`src/hdl/abd_pkg.sv`:
```
`default_nettype none
package abd_pkg;

  // Register port geometry
  localparam int unsigned ADDR_W = 4;
  localparam int unsigned DATA_W = 16;
  localparam int unsigned CHAR_W = 8;
  localparam int unsigned LVL_W  = 4;

  // Register offsets
  localparam logic [ADDR_W-1:0] OFS_CTRL = 4'h0;
  localparam logic [ADDR_W-1:0] OFS_STAT = 4'h1;
  localparam logic [ADDR_W-1:0] OFS_RXQ  = 4'h2;
  localparam logic [ADDR_W-1:0] OFS_RCV  = 4'h3;

  // Control and status widths (bits 0 upward)
  localparam int unsigned CTRL_W = 5;
  localparam int unsigned STAT_W = 5;

  // Receive queue control and receiver enable field positions
  localparam int unsigned RXQ_EN_BIT  = 0;
  localparam int unsigned RXQ_TM_BIT  = 2;
  localparam int unsigned RXQ_LVL_LSB = 8;
  localparam int unsigned RCV_EN_BIT  = 0;

  // Values after reset
  localparam logic [CTRL_W-1:0] CTRL_RST  = 5'h00;
  localparam logic [STAT_W-1:0] STAT_RST  = 5'h00;
  localparam logic [LVL_W-1:0]  LVL_RST   = 4'h1;
  localparam logic              RXQ_EN_RST = 1'b0;
  localparam logic              RXQ_TM_RST = 1'b0;
  localparam logic              RCV_RST   = 1'b0;

  // Receive queue depth
  localparam int unsigned FIFO_DEPTH_DEF = 8;
  localparam int unsigned FIFO_DEPTH_MAX = 15;

  // Autobaud characters
  localparam logic [CHAR_W-1:0] CHAR_LOWER_A = 8'h61;
  localparam logic [CHAR_W-1:0] CHAR_UPPER_A = 8'h41;
  localparam logic [CHAR_W-1:0] CHAR_LOWER_T = 8'h74;
  localparam logic [CHAR_W-1:0] CHAR_UPPER_T = 8'h54;

  typedef struct packed {
    logic first_char_irq_enable;
    logic detect_done_irq_enable;
    logic detect_start_irq_enable;
    logic auto_receiver_gate;
    logic baud_detect_enable;
  } abd_ctrl_t;

  typedef struct packed {
    logic waiting_first_char;
    logic second_char_upper_seen;
    logic second_char_lower_seen;
    logic first_char_upper_seen;
    logic first_char_lower_seen;
  } abd_stat_t;

  typedef struct packed {
    logic [LVL_W-1:0] rx_trigger_level;
    logic             rx_transparent_enable;
    logic             rx_queue_enable;
  } abd_rxq_t;

  typedef struct packed {
    logic upper_t;
    logic lower_t;
    logic upper_a;
    logic lower_a;
  } abd_hit_t;

  typedef enum logic [3:0] {
    ST_IDLE   = 4'b0001,
    ST_FIRST  = 4'b0010,
    ST_SECOND = 4'b0100,
    ST_DONE   = 4'b1000
  } abd_state_t;

endpackage
`default_nettype wire

```
`src/hdl/abd_char_match.sv`:
```
`default_nettype none
module abd_char_match (
  // Received character
  input  wire logic                       char_valid,
  input  wire logic [abd_pkg::CHAR_W-1:0] char_data,
  // Classification
  output abd_pkg::abd_hit_t               hit
);

  // Exact 8-bit compare; parity or ninth bit is stripped upstream
  always_comb begin
    hit.lower_a = char_valid && (char_data == abd_pkg::CHAR_LOWER_A);
    hit.upper_a = char_valid && (char_data == abd_pkg::CHAR_UPPER_A);
    hit.lower_t = char_valid && (char_data == abd_pkg::CHAR_LOWER_T);
    hit.upper_t = char_valid && (char_data == abd_pkg::CHAR_UPPER_T);
  end

endmodule
`default_nettype wire

```
`src/hdl/abd_top.sv`:
```
`default_nettype none
module abd_top #(
  parameter int unsigned FIFO_DEPTH = abd_pkg::FIFO_DEPTH_DEF
) (
  // Clock and reset
  input  wire logic                       core_clk,
  input  wire logic                       rst_n,
  // Register port
  input  wire logic [abd_pkg::ADDR_W-1:0] reg_addr,
  input  wire logic [abd_pkg::DATA_W-1:0] reg_wdata,
  input  wire logic                       reg_wr,
  input  wire logic                       reg_rd,
  output logic      [abd_pkg::DATA_W-1:0] reg_rdata,
  // Receiver datapath
  input  wire logic                       rx_char_valid,
  input  wire logic [abd_pkg::CHAR_W-1:0] rx_char_data,
  input  wire logic [abd_pkg::LVL_W-1:0]  rx_fill_level,
  // Control outputs
  output logic                            receiver_enable,
  output logic                            rx_queue_enable,
  output logic                            rx_transparent_enable,
  // Requests
  output logic                            detect_start_irq,
  output logic                            detect_done_irq,
  output logic                            receive_irq
);

  if (FIFO_DEPTH < 1 || FIFO_DEPTH > abd_pkg::FIFO_DEPTH_MAX) begin : g_bad_depth
    $error("FIFO_DEPTH must lie between 1 and 15");
  end

  abd_pkg::abd_ctrl_t               ctrl_r;
  abd_pkg::abd_stat_t               stat_r;
  abd_pkg::abd_rxq_t                rxq_r;
  abd_pkg::abd_state_t              st_r;
  abd_pkg::abd_hit_t                hit;
  abd_pkg::abd_ctrl_t               wctrl;
  logic                             rcv_en_r;
  logic                             start_irq_r;
  logic                             done_irq_r;
  logic                             rx_irq_r;
  logic [abd_pkg::DATA_W-1:0]       rdata_r;
  logic [abd_pkg::DATA_W-1:0]       rdata_nxt;
  logic                             wr_ctrl;
  logic                             wr_stat;
  logic                             wr_rxq;
  logic                             wr_rcv;
  logic                             en_rise;
  logic                             abort;
  logic                             hunting;
  logic                             take_first;
  logic                             take_second;
  logic                             lvl_reached;

  // Flags after a hit: only the new flag stays, waiting drops
  function automatic abd_pkg::abd_stat_t hit_flags(input abd_pkg::abd_hit_t h,
                                                   input logic second);
    abd_pkg::abd_stat_t s;
    s = '0;
    if (second) begin
      s.second_char_upper_seen = h.upper_t;
      s.second_char_lower_seen = h.lower_t;
    end else begin
      s.first_char_upper_seen = h.upper_a;
      s.first_char_lower_seen = h.lower_a;
    end
    return s;
  endfunction

  function automatic logic [abd_pkg::DATA_W-1:0] zext5(input logic [4:0] v);
    return {{(abd_pkg::DATA_W-5){1'b0}}, v};
  endfunction

  abd_char_match u_match (
    .char_valid (rx_char_valid),
    .char_data  (rx_char_data),
    .hit        (hit)
  );

  // Decode
  assign wr_ctrl = reg_wr && (reg_addr == abd_pkg::OFS_CTRL);
  assign wr_stat = reg_wr && (reg_addr == abd_pkg::OFS_STAT);
  assign wr_rxq  = reg_wr && (reg_addr == abd_pkg::OFS_RXQ);
  assign wr_rcv  = reg_wr && (reg_addr == abd_pkg::OFS_RCV);
  assign wctrl   = abd_pkg::abd_ctrl_t'(reg_wdata[abd_pkg::CTRL_W-1:0]);

  assign en_rise = wr_ctrl && wctrl.baud_detect_enable && !ctrl_r.baud_detect_enable;
  assign abort   = wr_ctrl && !wctrl.baud_detect_enable && ctrl_r.baud_detect_enable;
  assign hunting = (st_r == abd_pkg::ST_FIRST) || (st_r == abd_pkg::ST_SECOND);

  // A fresh a/A restarts the pair even while waiting for t/T
  assign take_first  = hunting && !abort && (hit.lower_a || hit.upper_a);
  assign take_second = (st_r == abd_pkg::ST_SECOND) && !abort &&
                       (hit.lower_t || hit.upper_t);

  // Detection sequencer
  always_ff @(posedge core_clk or negedge rst_n) begin
    if (!rst_n) begin
      st_r <= abd_pkg::ST_IDLE;
    end else if (abort) begin
      st_r <= abd_pkg::ST_IDLE;
    end else begin
      case (st_r)
        abd_pkg::ST_IDLE: begin
          if (en_rise) begin
            st_r <= abd_pkg::ST_FIRST;
          end
        end
        abd_pkg::ST_FIRST: begin
          if (take_first) begin
            st_r <= abd_pkg::ST_SECOND;
          end
        end
        abd_pkg::ST_SECOND: begin
          if (take_second) begin
            st_r <= abd_pkg::ST_DONE;
          end else if (rx_char_valid && !take_first) begin
            st_r <= abd_pkg::ST_FIRST;
          end
        end
        abd_pkg::ST_DONE: begin
          st_r <= abd_pkg::ST_IDLE;
        end
        default: begin
          st_r <= abd_pkg::ST_IDLE;
        end
      endcase
    end
  end

  // Control register
  always_ff @(posedge core_clk or negedge rst_n) begin
    if (!rst_n) begin
      ctrl_r <= abd_pkg::CTRL_RST;
    end else begin
      if (wr_ctrl) begin
        ctrl_r <= wctrl;
      end
      // Cleared one cycle after the second flag is set
      if (st_r == abd_pkg::ST_DONE) begin
        ctrl_r.baud_detect_enable <= 1'b0;
      end
    end
  end

  // Status flags; hardware events are applied after the software write
  always_ff @(posedge core_clk or negedge rst_n) begin
    if (!rst_n) begin
      stat_r <= abd_pkg::STAT_RST;
    end else begin
      if (wr_stat) begin
        stat_r <= abd_pkg::abd_stat_t'(reg_wdata[abd_pkg::STAT_W-1:0]);
      end
      if (en_rise) begin
        stat_r                    <= '0;
        stat_r.waiting_first_char <= 1'b1;
      end else if (take_second) begin
        stat_r <= hit_flags(hit, 1'b1);
      end else if (take_first) begin
        stat_r <= hit_flags(hit, 1'b0);
      end
    end
  end

  // Receive queue control
  always_ff @(posedge core_clk or negedge rst_n) begin
    if (!rst_n) begin
      rxq_r.rx_trigger_level      <= abd_pkg::LVL_RST;
      rxq_r.rx_transparent_enable <= abd_pkg::RXQ_TM_RST;
      rxq_r.rx_queue_enable       <= abd_pkg::RXQ_EN_RST;
    end else if (wr_rxq) begin
      rxq_r.rx_trigger_level      <=
        reg_wdata[abd_pkg::RXQ_LVL_LSB +: abd_pkg::LVL_W];
      rxq_r.rx_transparent_enable <= reg_wdata[abd_pkg::RXQ_TM_BIT];
      rxq_r.rx_queue_enable       <= reg_wdata[abd_pkg::RXQ_EN_BIT];
    end
  end

  // Receiver enable: software owns it unless gated detection is running
  always_ff @(posedge core_clk or negedge rst_n) begin
    if (!rst_n) begin
      rcv_en_r <= abd_pkg::RCV_RST;
    end else begin
      if (wr_rcv) begin
        rcv_en_r <= reg_wdata[abd_pkg::RCV_EN_BIT];
      end
      if (take_second && ctrl_r.auto_receiver_gate) begin
        rcv_en_r <= 1'b1;
      end else if (en_rise && wctrl.auto_receiver_gate) begin
        rcv_en_r <= 1'b0;
      end else if (hunting && ctrl_r.auto_receiver_gate && !abort) begin
        rcv_en_r <= 1'b0;
      end
    end
  end

  // Fill level already counts the byte just stored
  assign lvl_reached = rx_fill_level >= rxq_r.rx_trigger_level;

  // Requests, one-cycle pulses
  always_ff @(posedge core_clk or negedge rst_n) begin
    if (!rst_n) begin
      start_irq_r <= 1'b0;
      done_irq_r  <= 1'b0;
      rx_irq_r    <= 1'b0;
    end else begin
      start_irq_r <= en_rise && wctrl.detect_start_irq_enable;
      done_irq_r  <= ctrl_r.detect_done_irq_enable &&
                     ((st_r == abd_pkg::ST_DONE) ||
                      (take_first && ctrl_r.first_char_irq_enable));
      // Without a queue, or in transparent mode, every byte asks
      rx_irq_r    <= rx_char_valid && (!rxq_r.rx_queue_enable ||
                     rxq_r.rx_transparent_enable || lvl_reached);
    end
  end

  // Read path
  always_comb begin
    rdata_nxt = '0;
    if (reg_rd) begin
      case (reg_addr)
        abd_pkg::OFS_CTRL: begin
          rdata_nxt = zext5(ctrl_r);
        end
        abd_pkg::OFS_STAT: begin
          rdata_nxt = zext5(stat_r);
        end
        abd_pkg::OFS_RXQ: begin
          rdata_nxt[abd_pkg::RXQ_LVL_LSB +: abd_pkg::LVL_W] = rxq_r.rx_trigger_level;
          rdata_nxt[abd_pkg::RXQ_TM_BIT] = rxq_r.rx_transparent_enable;
          rdata_nxt[abd_pkg::RXQ_EN_BIT] = rxq_r.rx_queue_enable;
        end
        abd_pkg::OFS_RCV: begin
          rdata_nxt[abd_pkg::RCV_EN_BIT] = rcv_en_r;
        end
        default: begin
          rdata_nxt = '0;
        end
      endcase
    end
  end

  always_ff @(posedge core_clk or negedge rst_n) begin
    if (!rst_n) begin
      rdata_r <= '0;
    end else begin
      rdata_r <= rdata_nxt;
    end
  end

  assign reg_rdata             = rdata_r;
  assign receiver_enable       = rcv_en_r;
  assign rx_queue_enable       = rxq_r.rx_queue_enable;
  assign rx_transparent_enable = rxq_r.rx_transparent_enable;
  assign detect_start_irq      = start_irq_r;
  assign detect_done_irq       = done_irq_r;
  assign receive_irq           = rx_irq_r;
endmodule
`default_nettype wire

```
`config.mk`:
```
export PLATFORM = sky130hd
export DESIGN_NAME = abd_top
export DESIGN_NICKNAME = d
export VERILOG_FILES = /design/src/hdl/abd_pkg.sv /design/src/hdl/abd_char_match.sv /design/src/hdl/abd_top.sv
export SDC_FILE = /design/constraint.sdc
export NUM_CORES = 1
export LEC_CHECK = 0
export ABC_AREA = 1
export BUFFER_PORTS_ARGS = -buffer_cell sky130_fd_sc_hd__buf_2
export CAP_MARGIN = 15
export CORE_ASPECT_RATIO = 0.6
export CORE_MARGIN = 8
export CORE_UTILIZATION = 35
export CTS_CLUSTER_DIAMETER = 30
export DETAILED_ROUTE_END_ITERATION = 16
export GPL_TIMING_DRIVEN = 0
export SYNTH_ARGS = -nofsm -noshare
export SYNTH_HDL_FRONTEND = slang
export SYNTH_SLANG_ARGS = --single-unit
export TNS_END_PERCENT = 5
```
`constraint.sdc`:
```
create_clock -name core_clk -period 2.4 [get_ports core_clk]
set_input_delay 0.48 -clock core_clk [delete_from_list [all_inputs] [get_ports core_clk]]
set_output_delay 0.48 -clock core_clk [all_outputs]
set_load 0.01 [all_outputs]
```
==> reports/metrics.csv, run 1 <==
stage;metric;value;unit
outcome;outcome;complete, no violations;
die;I/O pins;59;
cells_and_area;layout cells sized above 1;0.264;
die;Die Span Y;73.5;um
cells_and_area;Post-Layout Cell Count;376;
logic_synthesis;synthesized area;0.00193;mm^2
setup_path;Worst EP required;2.58;ns
global_routing;antenna violations before repair;0;
clock_tree;TritonCTS Buffers;5;
setup_path;critical-path maximum fanout;2;
clock_tree;setup bufs post-CTS;0;
power_and_ir_drop;Max VDD drop;243;uV
logic_synthesis;area fraction of the dominant cell type after synthesis;0.402;
detailed_routing;first drt pass iteration count;4;
setup_path;CP delay by family, top;flip-flops;
timing;Slew @ Worst Pin;0.718;ns
job;Max-Cap Viols;0;
clock_tree;clock input transition at the sequential cells of the worst setup and hold paths;0.07;ns
cells_and_area;# diodes;0;
placed_design;placed cells;368;
detailed_routing;DR iter-0 viols;108;
global_routing;vias in the first global route;1575;
setup_path;CP cell instances;ha_1 -> o21a_1 -> o21a_1 -> o21ai_0 -> nand3_1 -> nand2_1 -> inv_1;
detailed_routing;via count of the routed design;1663;
setup_path;Top cell by count, worst path;o21a_1;
die;row cnt;21;
setup_path;Worst Path Arrival;1.77;ns
timing;setup_tns;0;ns
power_and_ir_drop;pwr dens;640;mW/mm^2
detailed_routing;WL/cell;12.3;um
setup_path;CP max stage cell;dfstp_2;
setup_path;crit-path max cell delay;0.53;ns
cells_and_area;Layout area overhead;21.3;%
global_routing;first-pass GRT wire length;7680;um
clock_tree;H-tree Lvls;2;
timing;Final Max Tran Viols;0;
timing;Final setup violation count;0;
logic_synthesis;synth top area cells;dfrtp_1, nand2_1, inv_1;
die;placeable core region;0.00544;mm^2
cells_and_area;# fillers;562;
setup_path;Crit. End Element;flop;
die;Starting Density;0.355;
cells_and_area;nets@finish;347;
timing;final hold viol count;0;
clock_tree;Hold Buf Count CTS;0;
global_routing;GRT Resource Usage Total;0.117;
timing;final period utilization;0.662;
detailed_routing;via/cell ratio;4.42;
logic_synthesis;Synth cell types;29;
clock_tree;Skew-Pair Late Insertion Delay;0.28;ns
timing;hold slack;0.244;ns
die;Die Wd;112;um
logic_synthesis;number of synthesized register bits;33;
placed_design;DP Wirelength;3790;um
logic_synthesis;Post-Syn Area per Cell;7.75;um^2
global_routing;largest net degree at the start of global routing;34;
clock_tree;CTS resizes;0;
placed_design;port bufs;44;
timing;Slew HR;0.522;
power_and_ir_drop;Final Power;1500;uW
power_and_ir_drop;Leak;0.00138;uW
timing;Period minus WS final;1.59;ns
logic_synthesis;Synth Warn #;0;
detailed_routing;Routed WL;4610;um
logic_synthesis;Syn Inst Count;249;
placed_design;Final Wtd Congestion;0.781;
clock_tree;Root Driver;clkbuf_8;
setup_path;CP Class;reg2reg;
hold_path;worst hold path class;in2async;
global_routing;grt total ovfl;0;
clock_tree;Sink Count;33;
setup_path;type of origin of the critical path;flop;
timing;clk_skew;0.00461;ns
logic_synthesis;sequential share of the synthesized area;0.429;
detailed_routing;Routed Antenna Nets;0;
timing;RSZ-0062 raised after global routing;no;
clock_tree;CTS Buffer Depth;2;
clock_tree;CTS tree;built;
logic_synthesis;Synth area leader;dfrtp_1;
setup_path;CP Buf/Inv Count;1;
die;die footprint;0.00823;mm^2
detailed_routing;# DRC;0;
timing;f_max;0.629;GHz
-- cell type report --
type | count | area [um^2] | share of cell area
flip-flops and latches | 33 | 828 | 0.354
plain buffers | 8 | 57.6 | 0.0246
inverters | 44 | 170 | 0.0726
clock buffers | 6 | 72.6 | 0.0310
repair buffers | 44 | 220 | 0.0940
multi-input cells | 170 | 897 | 0.383
clock inverters | 2 | 10.0 | 0.00427
well taps | 69 | 86.3 | 0.0369
-- cells in the final DEF (no fill, tap or decap), types with 3 or more instances in the layout --
master,netlist,routed
nor2_1,25,25
nand4_1,3,3
o21ai_0,7,7
inv_1,43,43
nand2_1,66,66
ha_1,4,4
dfrtp_1,31,31
buf_2,1,45
conb_1,1,7
nor2_4,5,5
buf_4,7,7
nor3_1,3,3
nand3_1,21,21
a21oi_1,8,8
mux2_2,3,3
clkbuf_8,0,5
-- kinds of logic (layout without fill, tap and decap cells) --
logic type               after synthesis  in the layout  share of synthesized area
AO/OA/AOI/OAI                         24             24                     0.0758
adder cells (fa/ha/maj)                4              4                     0.0259
buffers and inverters                 52            104                      0.118
flip-flops                            33             33                      0.429
multiplexers                           3              3                     0.0175
other                                  1              7                    0.00194
AND/OR/NAND/NOR                      132            132                      0.332
-- Yosys cell counts --
cell type,number
nand2_4,2
nand2_2,2
o21a_1,2
dfrtp_1,31
o31ai_1,1
nor2_1,25
nand4_1,3
o211ai_1,1
o21bai_1,1
conb_1,1
nand2_1,66
buf_2,1
clkinv_4,1
a221oi_1,1
nand3_4,2
nor2_2,2
ha_1,4
o21ai_2,2
nand3_1,21
inv_1,43
mux2_2,3
buf_4,7
a21boi_0,1
nor2_4,5
nor3_1,3
dfstp_2,2
nand4_4,1
a21oi_1,8
o21ai_0,7
-- per-layer routing --
metal  wire (um)  track usage  vias to the layer above
met1        2480        0.170                      731
met3         308       0.0345                        5
met5           0            0                        -
met4          42       0.0316                        0
met2        1780        0.160                       49
li1            -            -                      878
-- worst paths after layout --
kind                            from                     to  slack, ns  cells past startpoint
hold / removal                 rst_n               rxq_r[4]       0.24                      1
setup reg to reg            rxq_r[2]            receive_irq       0.81                      7
setup / recovery            rxq_r[2]            receive_irq       0.81                      7
min in group core_clk         reg_rd           reg_rdata[2]       0.43                      3
hold reg to reg            stat_r[1]              stat_r[1]       0.50                      2
max in group asynchronous      rst_n  rx_transparent_enable       1.69                      1
-- metrics by stage --
step                instance area [um^2]  setup WS [ns]   util
global route                        2340          0.656  0.431
CTS                                 2340          0.825  0.431
finish                              2340          0.811  0.431
global placement                    2260          0.672  0.415
floorplan                           1950          0.905      -
detailed placement                  2260          0.690  0.415
-- worst reg2reg max path, cell delays in order (launching register included) --
cell	delay (ns)
dfstp_2	0.53
ha_1	0.22
o21a_1	0.19
o21a_1	0.16
o21ai_0	0.15
nand3_1	0.13
nand2_1	0.08
inv_1	0.04
-- report_power, final --
part           switching, uW  total, uW  internal [uW]
Sequential              65.8        719            653
Clock                    203        404            201
Combinational            223        377            154
Total                    492       1500           1010
-- registers in the layout (all words and copies together), names as in the netlist, 4 cells and up --
register and flops:
ctrl_r 5, rxq_r 4, st_r 4, stat_r 5, reg_rdata 9
Note: power is estimated with default switching activity, not from simulation.
==> run 2: changes to the inputs <==
clock period = 1.5 ns   (was 2.4 ns; I/O delays follow)
==> reports/metrics.csv, run 2 (synthesized netlist as in run 1, its figures left out) <==
stage;metric;value;unit
power_and_ir_drop;sw frac;0.335;
clock_tree;Skew-Pair Late Insertion Delay;0.28;ns
power_and_ir_drop;pwr dens;1020;mW/mm^2
setup_path;R2R cell count;7;
timing;Setup WS post-layout;0.00451;ns
clock_tree;clock input transition at the sequential cells of the worst setup and hold paths;0.07;ns
timing;final hold viol count;0;
cells_and_area;most frequent cells in the layout;nand2_1, buf_2, inv_1;
clock_tree;Root Driver;clkbuf_8;
timing;Slew @ Worst Pin;0.710;ns
timing;f_max;0.669;GHz
cells_and_area;# fillers;556;
timing;Slew HR;0.527;
power_and_ir_drop;Sw Pwr;823;uW
placed_design;dpl cell area;0.00226;mm^2
timing;clk_skew;0.00657;ns
cells_and_area;fin area;0.00240;mm^2
placed_design;port bufs;44;
detailed_routing;# DRC;0;
cells_and_area;Layout area overhead;24.4;%
die;Die Wd;112;um
setup_path;crit-path max cell delay;0.55;ns
hold_path;worst hold path class;in2async;
timing;Final Max Tran Viols;0;
detailed_routing;Routed Antenna Nets;0;
die;Starting Density;0.355;
detailed_routing;wl on met1;2530;um
setup_path;critical path depth;7;
die;placeable core region;0.00544;mm^2
placed_design;DP Wirelength;3790;um
clock_tree;TritonCTS Buffers;5;
clock_tree;CTS tree;built;
die;I/O pins;59;
cells_and_area;commonest non-fill, non-tap cell in the layout;nand2_1;
power_and_ir_drop;internal cell power;1640;uW
detailed_routing;DR iter-0 viols;73;
detailed_routing;WL met2;1820;um
power_and_ir_drop;Leak;0.00138;uW
setup_path;CP Class;reg2reg;
placed_design;pre-CTS setup slack;-0.0539;ns
setup_path;CP cell instances;ha_4 -> o21a_1 -> o21a_1 -> o21ai_2 -> nand3_2 -> nand2_1 -> inv_1;
detailed_routing;Routed WL;4620;um
placed_design;Final Wtd Congestion;0.781;
timing;Final setup violation count;0;
power_and_ir_drop;Max VDD drop;389;uV
global_routing;GRT Resource Usage Total;0.117;
setup_path;Worst R2R End;receive_irq;
die;row cnt;21;
detailed_routing;first drt pass iteration count;4;
timing;final period utilization;0.997;
detailed_routing;WL/cell;12.3;um
setup_path;CP Launch Point;rxq_r[2];
setup_path;CP Buf/Inv Count;1;
setup_path;type of origin of the critical path;flop;
setup_path;Worst Path Arrival;1.67;ns
cells_and_area;max reg flops;9;
cells_and_area;layout cells sized above 1;0.296;
die;Die Span Y;73.5;um
global_routing;antenna violations before repair;0;
setup_path;Worst EP required;1.68;ns
timing;Period minus WS final;1.50;ns
power_and_ir_drop;Clock power frac;0.264;
job;Max-Cap Viols;0;
setup_path;flop2flop setup slack;0.005;ns
clock_tree;setup bufs post-CTS;0;
timing;RSZ-0062 raised after global routing;yes;
detailed_routing;DR top layer;met4;
setup_path;Top cell by count, worst path;o21a_1;
clock_tree;Sink Count;33;
cells_and_area;# diodes;0;
power_and_ir_drop;Reg power frac;0.473;
die;die footprint;0.00823;mm^2
detailed_routing;via count of the routed design;1664;
global_routing;grt total ovfl;0;
setup_path;reg-to-reg critical path startpoint;rxq_r[2];
clock_tree;H-tree Lvls;2;
outcome;outcome;complete, no violations;
power_and_ir_drop;Comb pwr share;0.263;
global_routing;first-pass GRT wire length;7690;um
global_routing;vias in the first global route;1579;
setup_path;critical-path maximum fanout;2;
detailed_routing;met3 WL;230;um
clock_tree;CTS Buffer Depth;2;
setup_path;Crit. End Element;flop;
global_routing;largest net degree at the start of global routing;34;
setup_path;CP max stage cell;dfstp_2;
setup_path;CP endpoint;receive_irq;
detailed_routing;via/cell ratio;4.43;
setup_path;CP delay by family, top;flip-flops;
cells_and_area;nets@finish;347;
## run 2: cell counts in the layout (fill, tap and decap cells not counted)
Identical to the previous run, type by type.
## run 2: layout make-up
type / count / area, um^2 / share of cell area
sequential: 33 / 828 / 0.345
buffer: 8 / 57.6 / 0.0240
timing repair buffer: 44 / 220 / 0.0917
multi-input combinational: 170 / 956 / 0.398
clock inverter: 2 / 10.0 / 0.00417
clock buffer: 6 / 72.6 / 0.0302
inverter: 44 / 170 / 0.0709
tap: 69 / 86.3 / 0.0360
## run 2: routing by layer
metal,vias up,GRT usage
met5,-,0
met4,0,0.0316
met3,5,0.0345
met2,39,0.161
met1,742,0.170
li1,878,-
## run 2: worst min-delay path by stage
stage / end / slack, ns / cells after the start
after floorplan: ctrl_r[0] / 0.004 / 0
after global placement: reg_rdata[10] / 0.40 / 1
after detailed placement: reg_rdata[10] / 0.40 / 1
after CTS: reg_rdata[10] / 0.1 / 1
after global routing: reg_rdata[4] / 0.12 / 1
final: reg_rdata[10] / 0.07 / 1
## run 2: power groups by stage
stage               logic (uW)  clock network (uW)  registers [uW]
finish                     647                 649            1160
global route               746                 709            1180
CTS                        617                 657            1150
detailed placement         608                   0            1160
global placement           593                   0            1160
floorplan                  406                   0            1150
## run 2: stage by stage
step	hold slack [ns]	TNS (ns)	utilization	total power (uW)	cells
after global routing	0.124	-0.110	0.441	2630	376
after detailed placement	0.399	-0.173	0.415	1770	368
after floorplan	0.00441	0	-	1550	255
after global placement	0.398	-0.235	0.415	1760	368
final	0.0651	0	0.441	2460	376
after CTS	0.0987	-0.0406	0.433	2420	376
## run 2: what timing repair did
item | 4_1_cts | 5_1_grt
pin swaps | 4 | 4
hold buffers | 0 | 0
resized for setup | 2 | 12
endpoints found under the setup margin | 1 | 9
